===== src/hw/icb_pkg.sv =====
// package for the two-wire bus controller: register map, field positions,
// reset values, timing counts and the clock generator state type.
// assumes a 32-bit apb slave port and a 100 MHz input clock.
package icb_pkg;

  // ---------------------------------------------------------------
  // register byte addresses
  // ---------------------------------------------------------------
  localparam logic [7:0] ADDR_MODE = 8'h00;
  localparam logic [7:0] ADDR_PSC = 8'h04;
  localparam logic [7:0] ADDR_CLKL = 8'h08;
  localparam logic [7:0] ADDR_CLKH = 8'h0c;
  localparam logic [7:0] ADDR_TXD = 8'h10;
  localparam logic [7:0] ADDR_RXD = 8'h14;
  localparam logic [7:0] ADDR_STAT = 8'h18;
  localparam logic [7:0] ADDR_MASK = 8'h1c;
  localparam logic [7:0] ADDR_STATE = 8'h20;

  // ---------------------------------------------------------------
  // field positions
  // ---------------------------------------------------------------
  localparam int MODE_OOR = 0; // module_out_of_reset
  localparam int MODE_MST = 1; // bus master
  localparam int MODE_TX = 2; // transmitter
  localparam int MODE_GO = 3; // start one word, write only
  localparam int ST_TXE = 0; // tx_data_reg emptied into the shifter
  localparam int ST_RXF = 1; // rx_data_reg filled
  localparam int ST_ARB = 2; // arbitration lost
  localparam int ST_DONE = 3; // word finished
  localparam int STAT_W = 4;
  localparam int SS_ACTIVE = 0;
  localparam int SS_ARB = 1;
  localparam int SS_SCL = 2;
  localparam int SS_SDA = 3;
  localparam int SS_TXFULL = 4;

  // ---------------------------------------------------------------
  // reset values and counts
  // ---------------------------------------------------------------
  localparam logic [7:0] PSC_RST = 8'h00;
  localparam logic [15:0] CLKL_RST = 16'h0005;
  localparam logic [15:0] CLKH_RST = 16'h0005;
  localparam logic [3:0] BIT_LAST = 4'h7;
  localparam int CLK_PERIOD_NS = 10;
  localparam int FILT_TIME_NS = 50;
  localparam int FILT_CYC = (FILT_TIME_NS + CLK_PERIOD_NS - 1) / CLK_PERIOD_NS;

  // master clock generator states
  typedef enum logic [1:0] {CG_IDLE, CG_LOW, CG_WAIT, CG_HIGH} icb_cg_t;

endpackage


===== src/hw/icb_core.sv =====
// two-wire bus controller core: apb registers, prescaler, master clock
// generator with wired-and synchronisation, shift paths and events.
// assumes open-drain pads outside and one 100 MHz clock for everything.
//
// Operation
// RQ1: module clock tick comes every prescale_value plus one input clocks.
// RQ2: software writes prescale_value only while module_out_of_reset is zero.
// RQ3: prescale_value takes effect when module_out_of_reset rises, later writes ignored.
// RQ4: master clock low and high phases count clk_low_count and clk_high_count ticks.
// RQ5: serial clock is driven only while configured as bus master.
// RQ6: transmit word is copied from tx_data_reg into tx_shifter, then shifted out.
// RQ7: received bits enter rx_shifter, finished word is copied into rx_data_reg.
// RQ8: any falling clock edge restarts this device's own low period.
// RQ9: clock stays low until the longest low period ends.
// RQ10: after its low count, device waits for released clock before high count.
// RQ11: a device holding clock low stretches it; generators wait meanwhile.
// RQ12: software should pick module clock near 7 to 12 MHz.
// RQ13: arbitration against another master is resolved by this device.
// RQ14: data and clock inputs pass a noise filter before use.
// RQ15: interrupts and dma events follow data transmission and reception.
// RQ16: initiator is master and makes the clock; addressed devices are slaves.
// RQ17: both lines are open drain: pull low or release only.
// RQ18: data changes only while clock is low.
// RQ19: prescaler and divider are enable ticks within the input clock domain.
//
// Decided for this implementation: the APB slave port and the address map.
`timescale 1ns/1ps
module icb_core #(
  parameter int FILT_CYC = icb_pkg::FILT_CYC
) (
  // clock and reset
  input wire logic clock_i,
  input wire logic resetn_i,
  // apb slave
  input wire logic psel_i,
  input wire logic penable_i,
  input wire logic pwrite_i,
  input wire logic [7:0] paddr_i,
  input wire logic [31:0] pwdata_i,
  output logic [31:0] prdata_o,
  output logic pready_o,
  output logic pslverr_o,
  // bus pins, open drain
  input wire logic scl_i,
  output logic scl_o,
  output logic scl_oe_o,
  input wire logic sda_i,
  output logic sda_o,
  output logic sda_oe_o,
  // events
  output logic irq_o,
  output logic dma_tx_evt_o,
  output logic dma_rx_evt_o
);

  typedef struct packed {
    logic oor;
    logic mst;
    logic txm;
    logic [7:0] psc_wr;
    logic [7:0] psc_act;
    logic [7:0] psc_cnt;
    logic [15:0] clk_low;
    logic [15:0] clk_high;
    logic [15:0] cg_cnt;
    icb_pkg::icb_cg_t cg;
    logic [7:0] txd;
    logic [7:0] rxd;
    logic [7:0] txsh;
    logic [7:0] rxsh;
    logic txfull;
    logic active;
    logic [3:0] bitcnt;
    logic arb_lost;
    logic sda_low;
    logic scl_low;
    logic scl_d;
    logic [icb_pkg::STAT_W-1:0] status;
    logic [icb_pkg::STAT_W-1:0] mask;
    logic [31:0] rdata;
    logic slverr;
    logic dtx;
    logic drx;
  } icb_core_state_t;

  icb_core_state_t s_r;
  icb_core_state_t s_nxt;
  logic scl_f;
  logic sda_f;
  logic tick;
  logic fall;
  logic rise;
  logic acc;
  logic wr;
  logic start;
  logic done;
  logic cg_run;
  logic low_end;
  logic high_end;
  logic [7:0] rx_new;
  logic [icb_pkg::STAT_W-1:0] stat_set;
  logic [icb_pkg::STAT_W-1:0] stat_clr;

  // ---------------------------------------------------------------
  // pin filters
  // ---------------------------------------------------------------
  icb_filter #(.FILT_CYC(FILT_CYC)) u_scl_filt (
    .clock_i(clock_i),
    .resetn_i(resetn_i),
    .pin_i(scl_i),
    .filt_o(scl_f)
  );

  icb_filter #(.FILT_CYC(FILT_CYC)) u_sda_filt (
    .clock_i(clock_i),
    .resetn_i(resetn_i),
    .pin_i(sda_i),
    .filt_o(sda_f)
  );

  // ---------------------------------------------------------------
  // decode and strobes
  // ---------------------------------------------------------------
  // the module tick is an enable, not a derived clock, so no second domain
  assign tick = s_r.oor && (s_r.psc_cnt == s_r.psc_act); // RQ1 RQ19
  assign fall = s_r.scl_d && !scl_f;
  assign rise = !s_r.scl_d && scl_f;
  assign acc = psel_i && penable_i;
  assign wr = acc && pwrite_i;
  assign start = wr && (paddr_i == icb_pkg::ADDR_MODE) && pwdata_i[icb_pkg::MODE_GO]
    && s_r.oor && !s_r.active;
  assign done = s_r.active && rise && (s_r.bitcnt == icb_pkg::BIT_LAST);
  assign cg_run = s_r.mst && s_r.oor && !s_r.arb_lost; // RQ5 RQ16
  assign low_end = ({1'b0, s_r.cg_cnt} + 17'h00001) >= {1'b0, s_r.clk_low};
  assign high_end = ({1'b0, s_r.cg_cnt} + 17'h00001) >= {1'b0, s_r.clk_high};
  assign rx_new = {s_r.rxsh[6:0], sda_f};

  // ---------------------------------------------------------------
  // next state
  // ---------------------------------------------------------------
  always_comb
  begin
    s_nxt = s_r;
    stat_set = '0;
    stat_clr = '0;
    s_nxt.dtx = 1'b0;
    s_nxt.drx = 1'b0;
    s_nxt.scl_d = scl_f;
    // setup phase: capture read data so prdata comes from a flop
    if (psel_i && !penable_i)
    begin
      s_nxt.rdata = '0;
      s_nxt.slverr = 1'b0;
      case (paddr_i)
        icb_pkg::ADDR_MODE:
        begin
          s_nxt.rdata[icb_pkg::MODE_OOR] = s_r.oor;
          s_nxt.rdata[icb_pkg::MODE_MST] = s_r.mst;
          s_nxt.rdata[icb_pkg::MODE_TX] = s_r.txm;
        end
        icb_pkg::ADDR_PSC: s_nxt.rdata[7:0] = s_r.psc_wr;
        icb_pkg::ADDR_CLKL: s_nxt.rdata[15:0] = s_r.clk_low;
        icb_pkg::ADDR_CLKH: s_nxt.rdata[15:0] = s_r.clk_high;
        icb_pkg::ADDR_TXD: s_nxt.rdata[7:0] = s_r.txd;
        icb_pkg::ADDR_RXD: s_nxt.rdata[7:0] = s_r.rxd;
        icb_pkg::ADDR_STAT: s_nxt.rdata[icb_pkg::STAT_W-1:0] = s_r.status;
        icb_pkg::ADDR_MASK: s_nxt.rdata[icb_pkg::STAT_W-1:0] = s_r.mask;
        icb_pkg::ADDR_STATE:
        begin
          s_nxt.rdata[icb_pkg::SS_ACTIVE] = s_r.active;
          s_nxt.rdata[icb_pkg::SS_ARB] = s_r.arb_lost;
          s_nxt.rdata[icb_pkg::SS_SCL] = scl_f;
          s_nxt.rdata[icb_pkg::SS_SDA] = sda_f;
          s_nxt.rdata[icb_pkg::SS_TXFULL] = s_r.txfull;
        end
        default: s_nxt.slverr = 1'b1;
      endcase
    end
    // only bits that were actually returned are cleared, so a late event survives
    if (acc && !pwrite_i && (paddr_i == icb_pkg::ADDR_STAT))
    begin
      stat_clr = s_r.rdata[icb_pkg::STAT_W-1:0];
    end
    // access phase writes
    if (wr)
    begin
      case (paddr_i)
        icb_pkg::ADDR_MODE:
        begin
          s_nxt.oor = pwdata_i[icb_pkg::MODE_OOR];
          s_nxt.mst = pwdata_i[icb_pkg::MODE_MST];
          s_nxt.txm = pwdata_i[icb_pkg::MODE_TX];
          // prescale is taken only on the way out of module reset
          if (!s_r.oor && pwdata_i[icb_pkg::MODE_OOR])
          begin
            s_nxt.psc_act = s_r.psc_wr; // RQ3
          end
        end
        icb_pkg::ADDR_PSC: s_nxt.psc_wr = pwdata_i[7:0];
        icb_pkg::ADDR_CLKL: s_nxt.clk_low = pwdata_i[15:0];
        icb_pkg::ADDR_CLKH: s_nxt.clk_high = pwdata_i[15:0];
        icb_pkg::ADDR_TXD:
        begin
          s_nxt.txd = pwdata_i[7:0];
          s_nxt.txfull = 1'b1;
        end
        icb_pkg::ADDR_MASK: s_nxt.mask = pwdata_i[icb_pkg::STAT_W-1:0];
        default: s_nxt.slverr = s_r.slverr;
      endcase
    end
    // prescaler counter
    s_nxt.psc_cnt = (!s_r.oor || tick) ? 8'h00 : s_r.psc_cnt + 8'h01; // RQ1
    // master clock generator
    if (!cg_run)
    begin
      s_nxt.cg = icb_pkg::CG_IDLE;
      s_nxt.scl_low = 1'b0;
      s_nxt.cg_cnt = 16'h0000;
    end
    else
    begin
      case (s_r.cg)
        icb_pkg::CG_IDLE:
        begin
          s_nxt.scl_low = 1'b0;
          // a new word waits for a module tick so that its first low phase is whole
          if (s_r.active && tick)
          begin
            s_nxt.cg = icb_pkg::CG_LOW; // RQ4 RQ5
            s_nxt.cg_cnt = 16'h0000;
            s_nxt.scl_low = 1'b1;
          end
        end
        icb_pkg::CG_LOW:
        begin
          s_nxt.scl_low = 1'b1;
          if (tick)
          begin
            s_nxt.cg_cnt = s_r.cg_cnt + 16'h0001; // RQ4
          end
          // the pulled line must be seen low before letting go of it
          if (tick && low_end && !scl_f)
          begin
            s_nxt.scl_low = 1'b0;
            s_nxt.cg_cnt = 16'h0000;
            s_nxt.cg = s_r.active ? icb_pkg::CG_WAIT : icb_pkg::CG_IDLE;
          end
        end
        icb_pkg::CG_WAIT:
        begin
          // another device may still hold the line low: stretch
          if (scl_f)
          begin
            s_nxt.cg = icb_pkg::CG_HIGH; // RQ9 RQ10 RQ11
            s_nxt.cg_cnt = 16'h0000;
          end
        end
        icb_pkg::CG_HIGH:
        begin
          if (fall || (tick && high_end))
          begin
            s_nxt.cg = icb_pkg::CG_LOW; // RQ8 RQ4
            s_nxt.cg_cnt = 16'h0000;
            s_nxt.scl_low = 1'b1;
          end
          else if (tick)
          begin
            s_nxt.cg_cnt = s_r.cg_cnt + 16'h0001;
          end
        end
        default: s_nxt.cg = icb_pkg::CG_IDLE;
      endcase
    end
    // word start
    if (start)
    begin
      s_nxt.active = 1'b1;
      s_nxt.bitcnt = 4'h0;
      s_nxt.arb_lost = 1'b0;
      if (s_nxt.txm)
      begin
        s_nxt.txsh = s_r.txd; // RQ6
        s_nxt.txfull = 1'b0;
        s_nxt.dtx = 1'b1; // RQ15
        stat_set[icb_pkg::ST_TXE] = 1'b1;
      end
    end
    // shift paths: data moves on the falling edge, is sampled on the rising one
    if (s_r.active)
    begin
      if (fall)
      begin
        s_nxt.sda_low = s_r.txm && !s_r.arb_lost && !s_r.txsh[7]; // RQ6 RQ17 RQ18
      end
      if (rise)
      begin
        s_nxt.rxsh = rx_new; // RQ7
        s_nxt.txsh = {s_r.txsh[6:0], 1'b0};
        s_nxt.bitcnt = s_r.bitcnt + 4'h1;
        // a released one read back as zero means another master won
        if (s_r.txm && s_r.mst && !s_r.sda_low && !sda_f && !s_r.arb_lost)
        begin
          s_nxt.arb_lost = 1'b1; // RQ13
          stat_set[icb_pkg::ST_ARB] = 1'b1;
        end
        if (done)
        begin
          s_nxt.active = 1'b0;
          s_nxt.rxd = rx_new; // RQ7
          stat_set[icb_pkg::ST_DONE] = 1'b1;
          if (!s_r.txm)
          begin
            s_nxt.drx = 1'b1; // RQ15
            stat_set[icb_pkg::ST_RXF] = 1'b1;
          end
        end
      end
    end
    else if (fall)
    begin
      s_nxt.sda_low = 1'b0; // RQ18
    end
    // module reset holds the engine
    if (!s_r.oor)
    begin
      s_nxt.active = 1'b0;
      s_nxt.sda_low = 1'b0;
      s_nxt.arb_lost = 1'b0;
    end
    // set wins over a read clear
    s_nxt.status = (s_r.status & ~stat_clr) | stat_set; // RQ15
  end

  // ---------------------------------------------------------------
  // state register
  // ---------------------------------------------------------------
  always_ff @(posedge clock_i)
  begin
    if (!resetn_i)
    begin
      s_r <= '0;
      s_r.psc_wr <= icb_pkg::PSC_RST;
      s_r.psc_act <= icb_pkg::PSC_RST;
      s_r.clk_low <= icb_pkg::CLKL_RST;
      s_r.clk_high <= icb_pkg::CLKH_RST;
      s_r.cg <= icb_pkg::CG_IDLE;
      s_r.scl_d <= 1'b1;
    end
    else
    begin
      s_r <= s_nxt;
    end
  end

  // outputs: open drain, only ever pulled low
  assign scl_o = 1'b0;
  assign scl_oe_o = s_r.scl_low; // RQ5 RQ17
  assign sda_o = 1'b0;
  assign sda_oe_o = s_r.sda_low; // RQ17
  assign prdata_o = s_r.rdata;
  assign pready_o = acc;
  assign pslverr_o = acc && s_r.slverr;
  assign irq_o = |(s_r.status & s_r.mask);
  assign dma_tx_evt_o = s_r.dtx;
  assign dma_rx_evt_o = s_r.drx;

  // ---------------------------------------------------------------
  // assertions
  // ---------------------------------------------------------------
  AST_PSC_HOLD: assert property (@(posedge clock_i) disable iff (!resetn_i) // RQ3
    (s_r.oor && s_nxt.oor) |=> $stable(s_r.psc_act))
    else $error("prescale changed while out of reset");
  AST_PSC_LOAD: assert property (@(posedge clock_i) disable iff (!resetn_i) // RQ3
    $rose(s_r.oor) |-> (s_r.psc_act == $past(s_r.psc_wr)))
    else $error("prescale not loaded on leaving reset");
  AST_TICK_DIV2: assert property (@(posedge clock_i) disable iff (!resetn_i) // RQ1
    (tick && (s_r.psc_act == 8'h01)) |=> !tick ##1 (tick || !s_r.oor))
    else $error("tick spacing wrong for prescale one");
  AST_SCL_MASTER: assert property (@(posedge clock_i) disable iff (!resetn_i) // RQ5
    scl_oe_o |-> $past(s_r.mst) || s_r.mst)
    else $error("clock driven while not master");
  AST_WAIT_RELEASE: assert property (@(posedge clock_i) disable iff (!resetn_i) // RQ10
    (s_r.cg == icb_pkg::CG_WAIT && !scl_f) |=> (s_r.cg != icb_pkg::CG_HIGH))
    else $error("high count began before line release");
  AST_FALL_RESTART: assert property (@(posedge clock_i) disable iff (!resetn_i) // RQ8
    (cg_run && s_r.cg == icb_pkg::CG_HIGH && fall && !start)
    |=> (s_r.cg == icb_pkg::CG_LOW && s_r.cg_cnt == 16'h0000 && scl_oe_o))
    else $error("falling edge did not restart low period");
  AST_SDA_STABLE: assert property (@(posedge clock_i) disable iff (!resetn_i) // RQ18
    $changed(s_r.sda_low) |-> !s_r.scl_d)
    else $error("data changed while clock high");
  AST_TX_COPY: assert property (@(posedge clock_i) disable iff (!resetn_i) // RQ6
    (start && pwdata_i[icb_pkg::MODE_TX]) |=> (s_r.txsh == $past(s_r.txd)) && dma_tx_evt_o)
    else $error("transmit word not copied");
  AST_RX_COPY: assert property (@(posedge clock_i) disable iff (!resetn_i) // RQ7 RQ15
    (done && !s_r.txm && s_r.oor) |=> (s_r.rxd == $past(rx_new)) && dma_rx_evt_o)
    else $error("receive word not copied");
  AST_ARB: assert property (@(posedge clock_i) disable iff (!resetn_i) // RQ13
    (!s_r.arb_lost && s_nxt.arb_lost) |=> s_r.status[icb_pkg::ST_ARB] ##1 !scl_oe_o)
    else $error("lost arbitration not handled");

endmodule


===== src/hw/icb_filter.sv =====
// pin noise filter: two-flop synchroniser followed by a stability counter.
// assumes an asynchronous pin input; output idles high like a pulled-up line.
`timescale 1ns/1ps
module icb_filter #(
  parameter int FILT_CYC = icb_pkg::FILT_CYC
) (
  // clock and reset
  input wire logic clock_i,
  input wire logic resetn_i,
  // pin and filtered level
  input wire logic pin_i,
  output logic filt_o
);

  typedef struct packed {
    logic sync1;
    logic sync2;
    logic out;
    logic [7:0] cnt;
  } icb_filt_state_t;

  icb_filt_state_t s_r;
  icb_filt_state_t s_nxt;

  // a new level is taken only once it has stood for FILT_CYC cycles
  always_comb
  begin
    s_nxt = s_r;
    s_nxt.sync1 = pin_i;
    s_nxt.sync2 = s_r.sync1;
    s_nxt.cnt = 8'h00;
    if (s_r.sync2 != s_r.out)
    begin
      s_nxt.cnt = s_r.cnt + 8'h01;
      if (s_r.cnt + 8'h01 >= 8'(FILT_CYC))
      begin
        s_nxt.out = s_r.sync2; // RQ14
        s_nxt.cnt = 8'h00;
      end
    end
  end

  // state register
  always_ff @(posedge clock_i)
  begin
    if (!resetn_i)
    begin
      s_r <= '0;
      s_r.sync1 <= 1'b1;
      s_r.sync2 <= 1'b1;
      s_r.out <= 1'b1;
    end
    else
    begin
      s_r <= s_nxt;
    end
  end

  assign filt_o = s_r.out;

endmodule


===== config.mk =====
export PLATFORM = sky130hd
export DESIGN_NAME = icb_core
export DESIGN_NICKNAME = d
export VERILOG_FILES = /design/src/hw/icb_pkg.sv /design/src/hw/icb_core.sv /design/src/hw/icb_filter.sv
export SDC_FILE = /design/constraint.sdc
export NUM_CORES = 1
export LEC_CHECK = 0
export BUFFER_PORTS_ARGS = -buffer_cell sky130_fd_sc_hd__buf_2
export CAP_MARGIN = 15
export CORE_AREA = 2 2 111 134
export DETAILED_ROUTE_END_ITERATION = 6
export DIE_AREA = 0 0 113 136
export PLACE_DENSITY = 0.8
export SETUP_SLACK_MARGIN = 0.02
export SLEW_MARGIN = 20
export SYNTH_ARGS = -nofsm -noshare
export SYNTH_HDL_FRONTEND = slang
export SYNTH_SLANG_ARGS = --single-unit
export TNS_END_PERCENT = 100

===== constraint.sdc =====
create_clock -name clock_i -period 4.7 [get_ports clock_i]
set_input_delay 0.94 -clock clock_i [delete_from_list [all_inputs] [get_ports clock_i]]
set_output_delay 0.94 -clock clock_i [all_outputs]
set_load 0.02 [all_outputs]

; Word level (Yosys, flattened, before mapping)
; Index checks and enable logic that the tools add are counted.
[classes]
mux = 50
bitwise = 7
magnitude_cmp = 4
n_addsub = 6
n_eq_ne = 20
reduce_logical = 66
[op_table]
columns = operator, n
row1 = $pmux 18 s4, 1
row2 = $mux 16, 4
row3 = $mux 18, 3
row4 = $mux 8, 5
row5 = $ge 17x16->1, 2
row6 = $eq 8x5->1 const B, 4
row7 = $logic_and 1x1->1, 28
row8 = $pmux 3 s9, 1
row9 = $reduce_and 2->1, 13
row10 = $add 8x1->8 const B, 3
row11 = $mux 1, 22
row12 = $add 16x1->17 const B, 1
row13 = $mux 17, 1
row14 = $add 16x1->16 const B, 1
row15 = $eq 8x4->1 const B, 2
row16 = $ge 8x3->1 const B, 2
row17 = $pmux 8 s2, 1
row18 = $pmux 3 s5, 1
row19 = $mux 6, 2
row20 = $logic_not 1->1, 10
row21 = $reduce_and 3->1, 3
row22 = $reduce_or 9->1, 1
row23 = $and 4x4->4, 2
row24 = $eq 8x3->1 const B, 1
row25 = other kinds (28), 39
[totals]
wordCells = 188
input_bits = 47
out_inout_bits = 41
ff_bits = 168

; Depth between registers and ports, before layout
[depth]
word_depth = 10
ltp_mapped = 15
mapped_depth_nobuf = 14

; Modules after synthesis
; A second synthesis with hierarchy kept.
[hier_totals]
hier_cells = 975
area_unflattened_um2 = 8567.0
[modules_own_cells]
columns = module, seq_area_each_um2, area_each_um2, instances, cells_per_inst
row1 = icb_core, 2902.8, 7629.8, 1, 886
row2 = icb_filter at u_sda_filt, 220.2, 489.2, 1, 47
row3 = icb_filter at u_scl_filt, 220.2, 447.9, 1, 42

; Least setup slack after synthesis
; No wires, ideal clock.
[synth_timing]
path_kind = reg-to-reg
from = register s_r[87] in the netlist's numbering
to = register s_r[102] in the netlist's numbering
path_slack_ps = 1621
setup_time_ps = 117
t_arrival_ps = 2962
path_stages_with_launch = 15
n_path_buf = 1
period_less_slack_ps = 3079
t_required_ps = 4583
path_cell_list = dfxtp_1 and3_1 nand3_1 nor2_1 and3_1 nand3_1 xnor2_1 ha_1 nand3_1 nor4_1 a211oi_1 o211ai_1 o22ai_2 buf_4 a32o_1
[synth_between]
elab_chain_len = 6
elab_cells_between_ends = 12
cone_classes = add/sub: 2 / order compare: 2 / mux: 4 / reduce/logical: 4
[synth_rtl]
columns = element, line
row1 = from (decl), icb_core.sv:86  ; icb_core_state_t s_r;
row2 = from (signal assigned), icb_core.sv:351  ; s_r <= s_nxt;
row3 = $add 16x1->17, "icb_core.sv:134, icb_core.sv:135"
row4 = "$ge 17x16->1, on equally long branches", "icb_core.sv:135, icb_core.sv:134"
row5 = "$logic_and 1x1->1, on equally long branches", "icb_core.sv:260, icb_core.sv:242"
row6 = $logic_or 1x1->1 / $logic_and 1x1->1 (equally long branches), "icb_core.sv:260, icb_core.sv:242"
row7 = $mux 16 / $mux 18 (equally long branches), "icb_core.sv:260, icb_core.sv:242"
row8 = $pmux 18 s4 *, icb_core.sv:222  ; case (s_r.cg)
; Mark *: on every way between the ends. The rest lies on a longest branch, timed or not. The select of a mux whose other input is x is not followed.
; A chain may end at the register's enable or synchronous reset.

; Final worst setup path
[layout_timing]
from = register s_r[87] in the netlist's numbering
to = register s_r[95] in the netlist's numbering
; Same word-level chain as after synthesis.

==> impl_results.md <==
* Status: finished, violations left
* Failing checks: design-rule violations
* First-pass GRT wire length at 32,200 um
* Startpoint types: register
* RSZ-0062 raised after global routing: false
* Clock sink total at 167
* Critical Path RT at 5050 ps
* Crit path max fanout at 21
* Worst-margin pin slew at 864 ps
* Fin nets at 1,092
* Yosys top cell by area: dfxtp_1
* Post-synthesis average cell area at 8.44 um^2
* Setup bufs post-CTS at 0
* PortBufs at 53
* Most frequent cell after synthesis: dfxtp_1
* Post-route cell area at around 9000 um^2
* M1 GR Usage at 33.4%
* Most frequent cells after synthesis: dfxtp_1, nand2_1, a21oi_1
* Num ports at 88
* Final Max Tran Viols at 0
* Reg clk slew, reported paths at 70 ps
* Clk buf depth at 2
* Min-Delay Path Class: register to register
* Final Cycle Share at 79.9%
* Switching share of power at about a quarter
* Row count at 48
* GR peak layer: met2
* Core Box Area at roughly 14,000 um^2
* Gate power share at 3.7%
* Inserted Diodes at 0
* Sequential Power Share at 49.2%
* Relative slew slack at 42.4%
* Fin. Hold Viols at 0
* Later-pin clock latency in the skew report at 430 ps
* GP Congestion at 0.944
* Minimum clock period at ~3800 ps
* Ys Warns at 0
* DR WL/cell at 16.6 um
* Setup violators final at 0
* CTS tree: yes
* Synth top area cells: dfxtp_1, nand2_1, ha_1, a21oi_1, nand3_1
* Die width at 113 um
* Met2 usage at 44.3%
* Power per cell area at 324 nW/um^2
* Max rail drop VDD at 0.242 mV
* Clk root buf: clkbuf_16
* Layout cells sized above 1 at 12.4%
* Post-synthesis cell type count at 73
* EDFF count, synth at 0
* GR Util met3 at around 4.8%
* Initial drt markers at 711
* Hold-fix buffers, CTS at 0
* NetSw at 691 uW
* MaxCap Viol Count at 0
* Asr flop ratio synth at 0%
* CTS buffer count at 17
* Leak at approximately 0.0035 uW
* Final worst clock skew at 6.97 ps
* Detailed Place HPWL at 14,100 um
* WL final at 19,800 um
* Post_cts resized at 0
* Die Span Y at ~140 um
* P_int at 2230 uW
* Number of nets with antenna violations after routing at 0
* Post-synth top area share at 40.4%
* DP Area at 8420 um^2
* Seq cells post-synth at 167
* Setup TNS at 0 ps
* Total GRT Usage at 26.0%
* Critical path arrival at 4110 ps
* Post-Syn Instances at 980
* DR pass1 iterations at 7
* Register area share after synthesis at 40.4%
* Die area at 15,400 um^2
* H-tree depth at 4
* Clock power share at 47.1%
* Grt total ovfl at 0
* Critical path endpoint category: register
* # DRC at 2
* Routed vias at 7,120
* Ys flop type: dfxtp_1
* Crit path kind: register to register
* Layout area overhead at 9.06%
* Mapped cell area at 8280 um^2
* Via-per-instance ratio at around 6.0
* # fillers at 1,197
* Initial antenna violation count at 0
* Achievable clock frequency at 0.266 GHz
* Vias in the first global route at 6,545
* Largest net degree at the start of global routing at 61
* Starting density of the core at 58.4%
==> through the flow <==
stage	hold slack (ps)	utilization [%]	setup slack, ps	power (uW)	instances
finish	410	63.7	944	2920	1194
CTS	413	63.6	984	2940	1193
global placement	395	59.4	1150	1570	1161
detailed placement	397	59.4	1060	1580	1161
global route	437	63.7	524	3010	1194
floorplan	386	-	1620	1550	1007
==> layout by cell type (no fill, tap or decap), types with 22 or more instances in the layout <==
master   synthesis  final
nand2_1        146    146
dfxtp_1        167    167
nor2_1          77     77
nand3_1         69     69
mux2i_1         22     22
xor2_1          23     23
conb_1           1     28
ha_1            39     39
a21oi_1         89     89
inv_1           45     44
buf_2            9     53
==> path summary, 6_finish.rpt <==
check                            from           endpoint  slack, ps  cells past startpoint
setup / recovery              s_r[87]            s_r[95]        940                     15
hold / removal    u_scl_filt.s_nxt[9]  u_scl_filt.s_r[9]        410                      1
setup reg to reg              s_r[87]            s_r[95]        940                     15
hold reg to reg   u_scl_filt.s_nxt[9]  u_scl_filt.s_r[9]        410                      1
==> final cells by class <==
class                      instances  area, um^2  area share [%]
timing repair buffer              63         357            3.95
tap                              175         219            2.43
clock buffer                      19         453            5.02
clock inverter                    13         138            1.53
sequential                       167        3340            37.0
multi-input combinational        712        4350            48.2
inverter                          45         169            1.87
==> flip-flops by register name (all words and copies together), names as in the netlist, named ones only <==
register,count
s_r,117
prdata_o,16
u_scl_filt.s_r,9
u_sda_filt.s_r,9
rx_new,7
dma_rx_evt_o,1
dma_tx_evt_o,1
scl_oe_o,1
sda_oe_o,1
u_scl_filt.filt_o,1
u_scl_filt.s_nxt,1
u_sda_filt.filt_o,1
u_sda_filt.s_nxt,1
==> worst max-delay path, stage by stage, from the launching register on <==
cell and delay [ps]:
dfxtp_1 460, and3_1 190, nand3_1 150, nor2_1 350
and3_1 270, nand3_1 100, xnor2_1 310, ha_1 310
nand3_1 170, nor4_1 100, a211oi_1 410, o211ai_1 180
o22ai_2 150, buf_4 250, a31oi_1 110, mux2i_1 150
==> metal layers <==
layer  wire length [um]  part of all wire (%)
met5                  0                     0
met3               1250                   6.3
met2               9590                    48
met1               8360                    42
met4                627                   3.2
==> cells by family after synthesis <==
kind of cell / count (synthesis) / synth area share [%]
AOI/OAI and AO/OA: 200 / 16.4
xor gates and xnor gates: 35 / 3.70
adders and majority gates: 39 / 5.90
buffers and inverters: 128 / 8.39
DFF: 167 / 40.4
muxes: 23 / 2.80
other: 1 / 0.0453
and+or+nand+nor: 387 / 22.4
==> power by group through the flow <==
stage,combinational (uW),sequential (uW),clock [uW]
2_1_floorplan,85.9,1470,0
3_3_place_gp,106,1470,0
3_5_place_dp,106,1470,0
4_1_cts,107,1440,1390
5_1_grt,117,1440,1450
6_report,108,1440,1380
No activity file was read; power rests on OpenSTA's default activity.
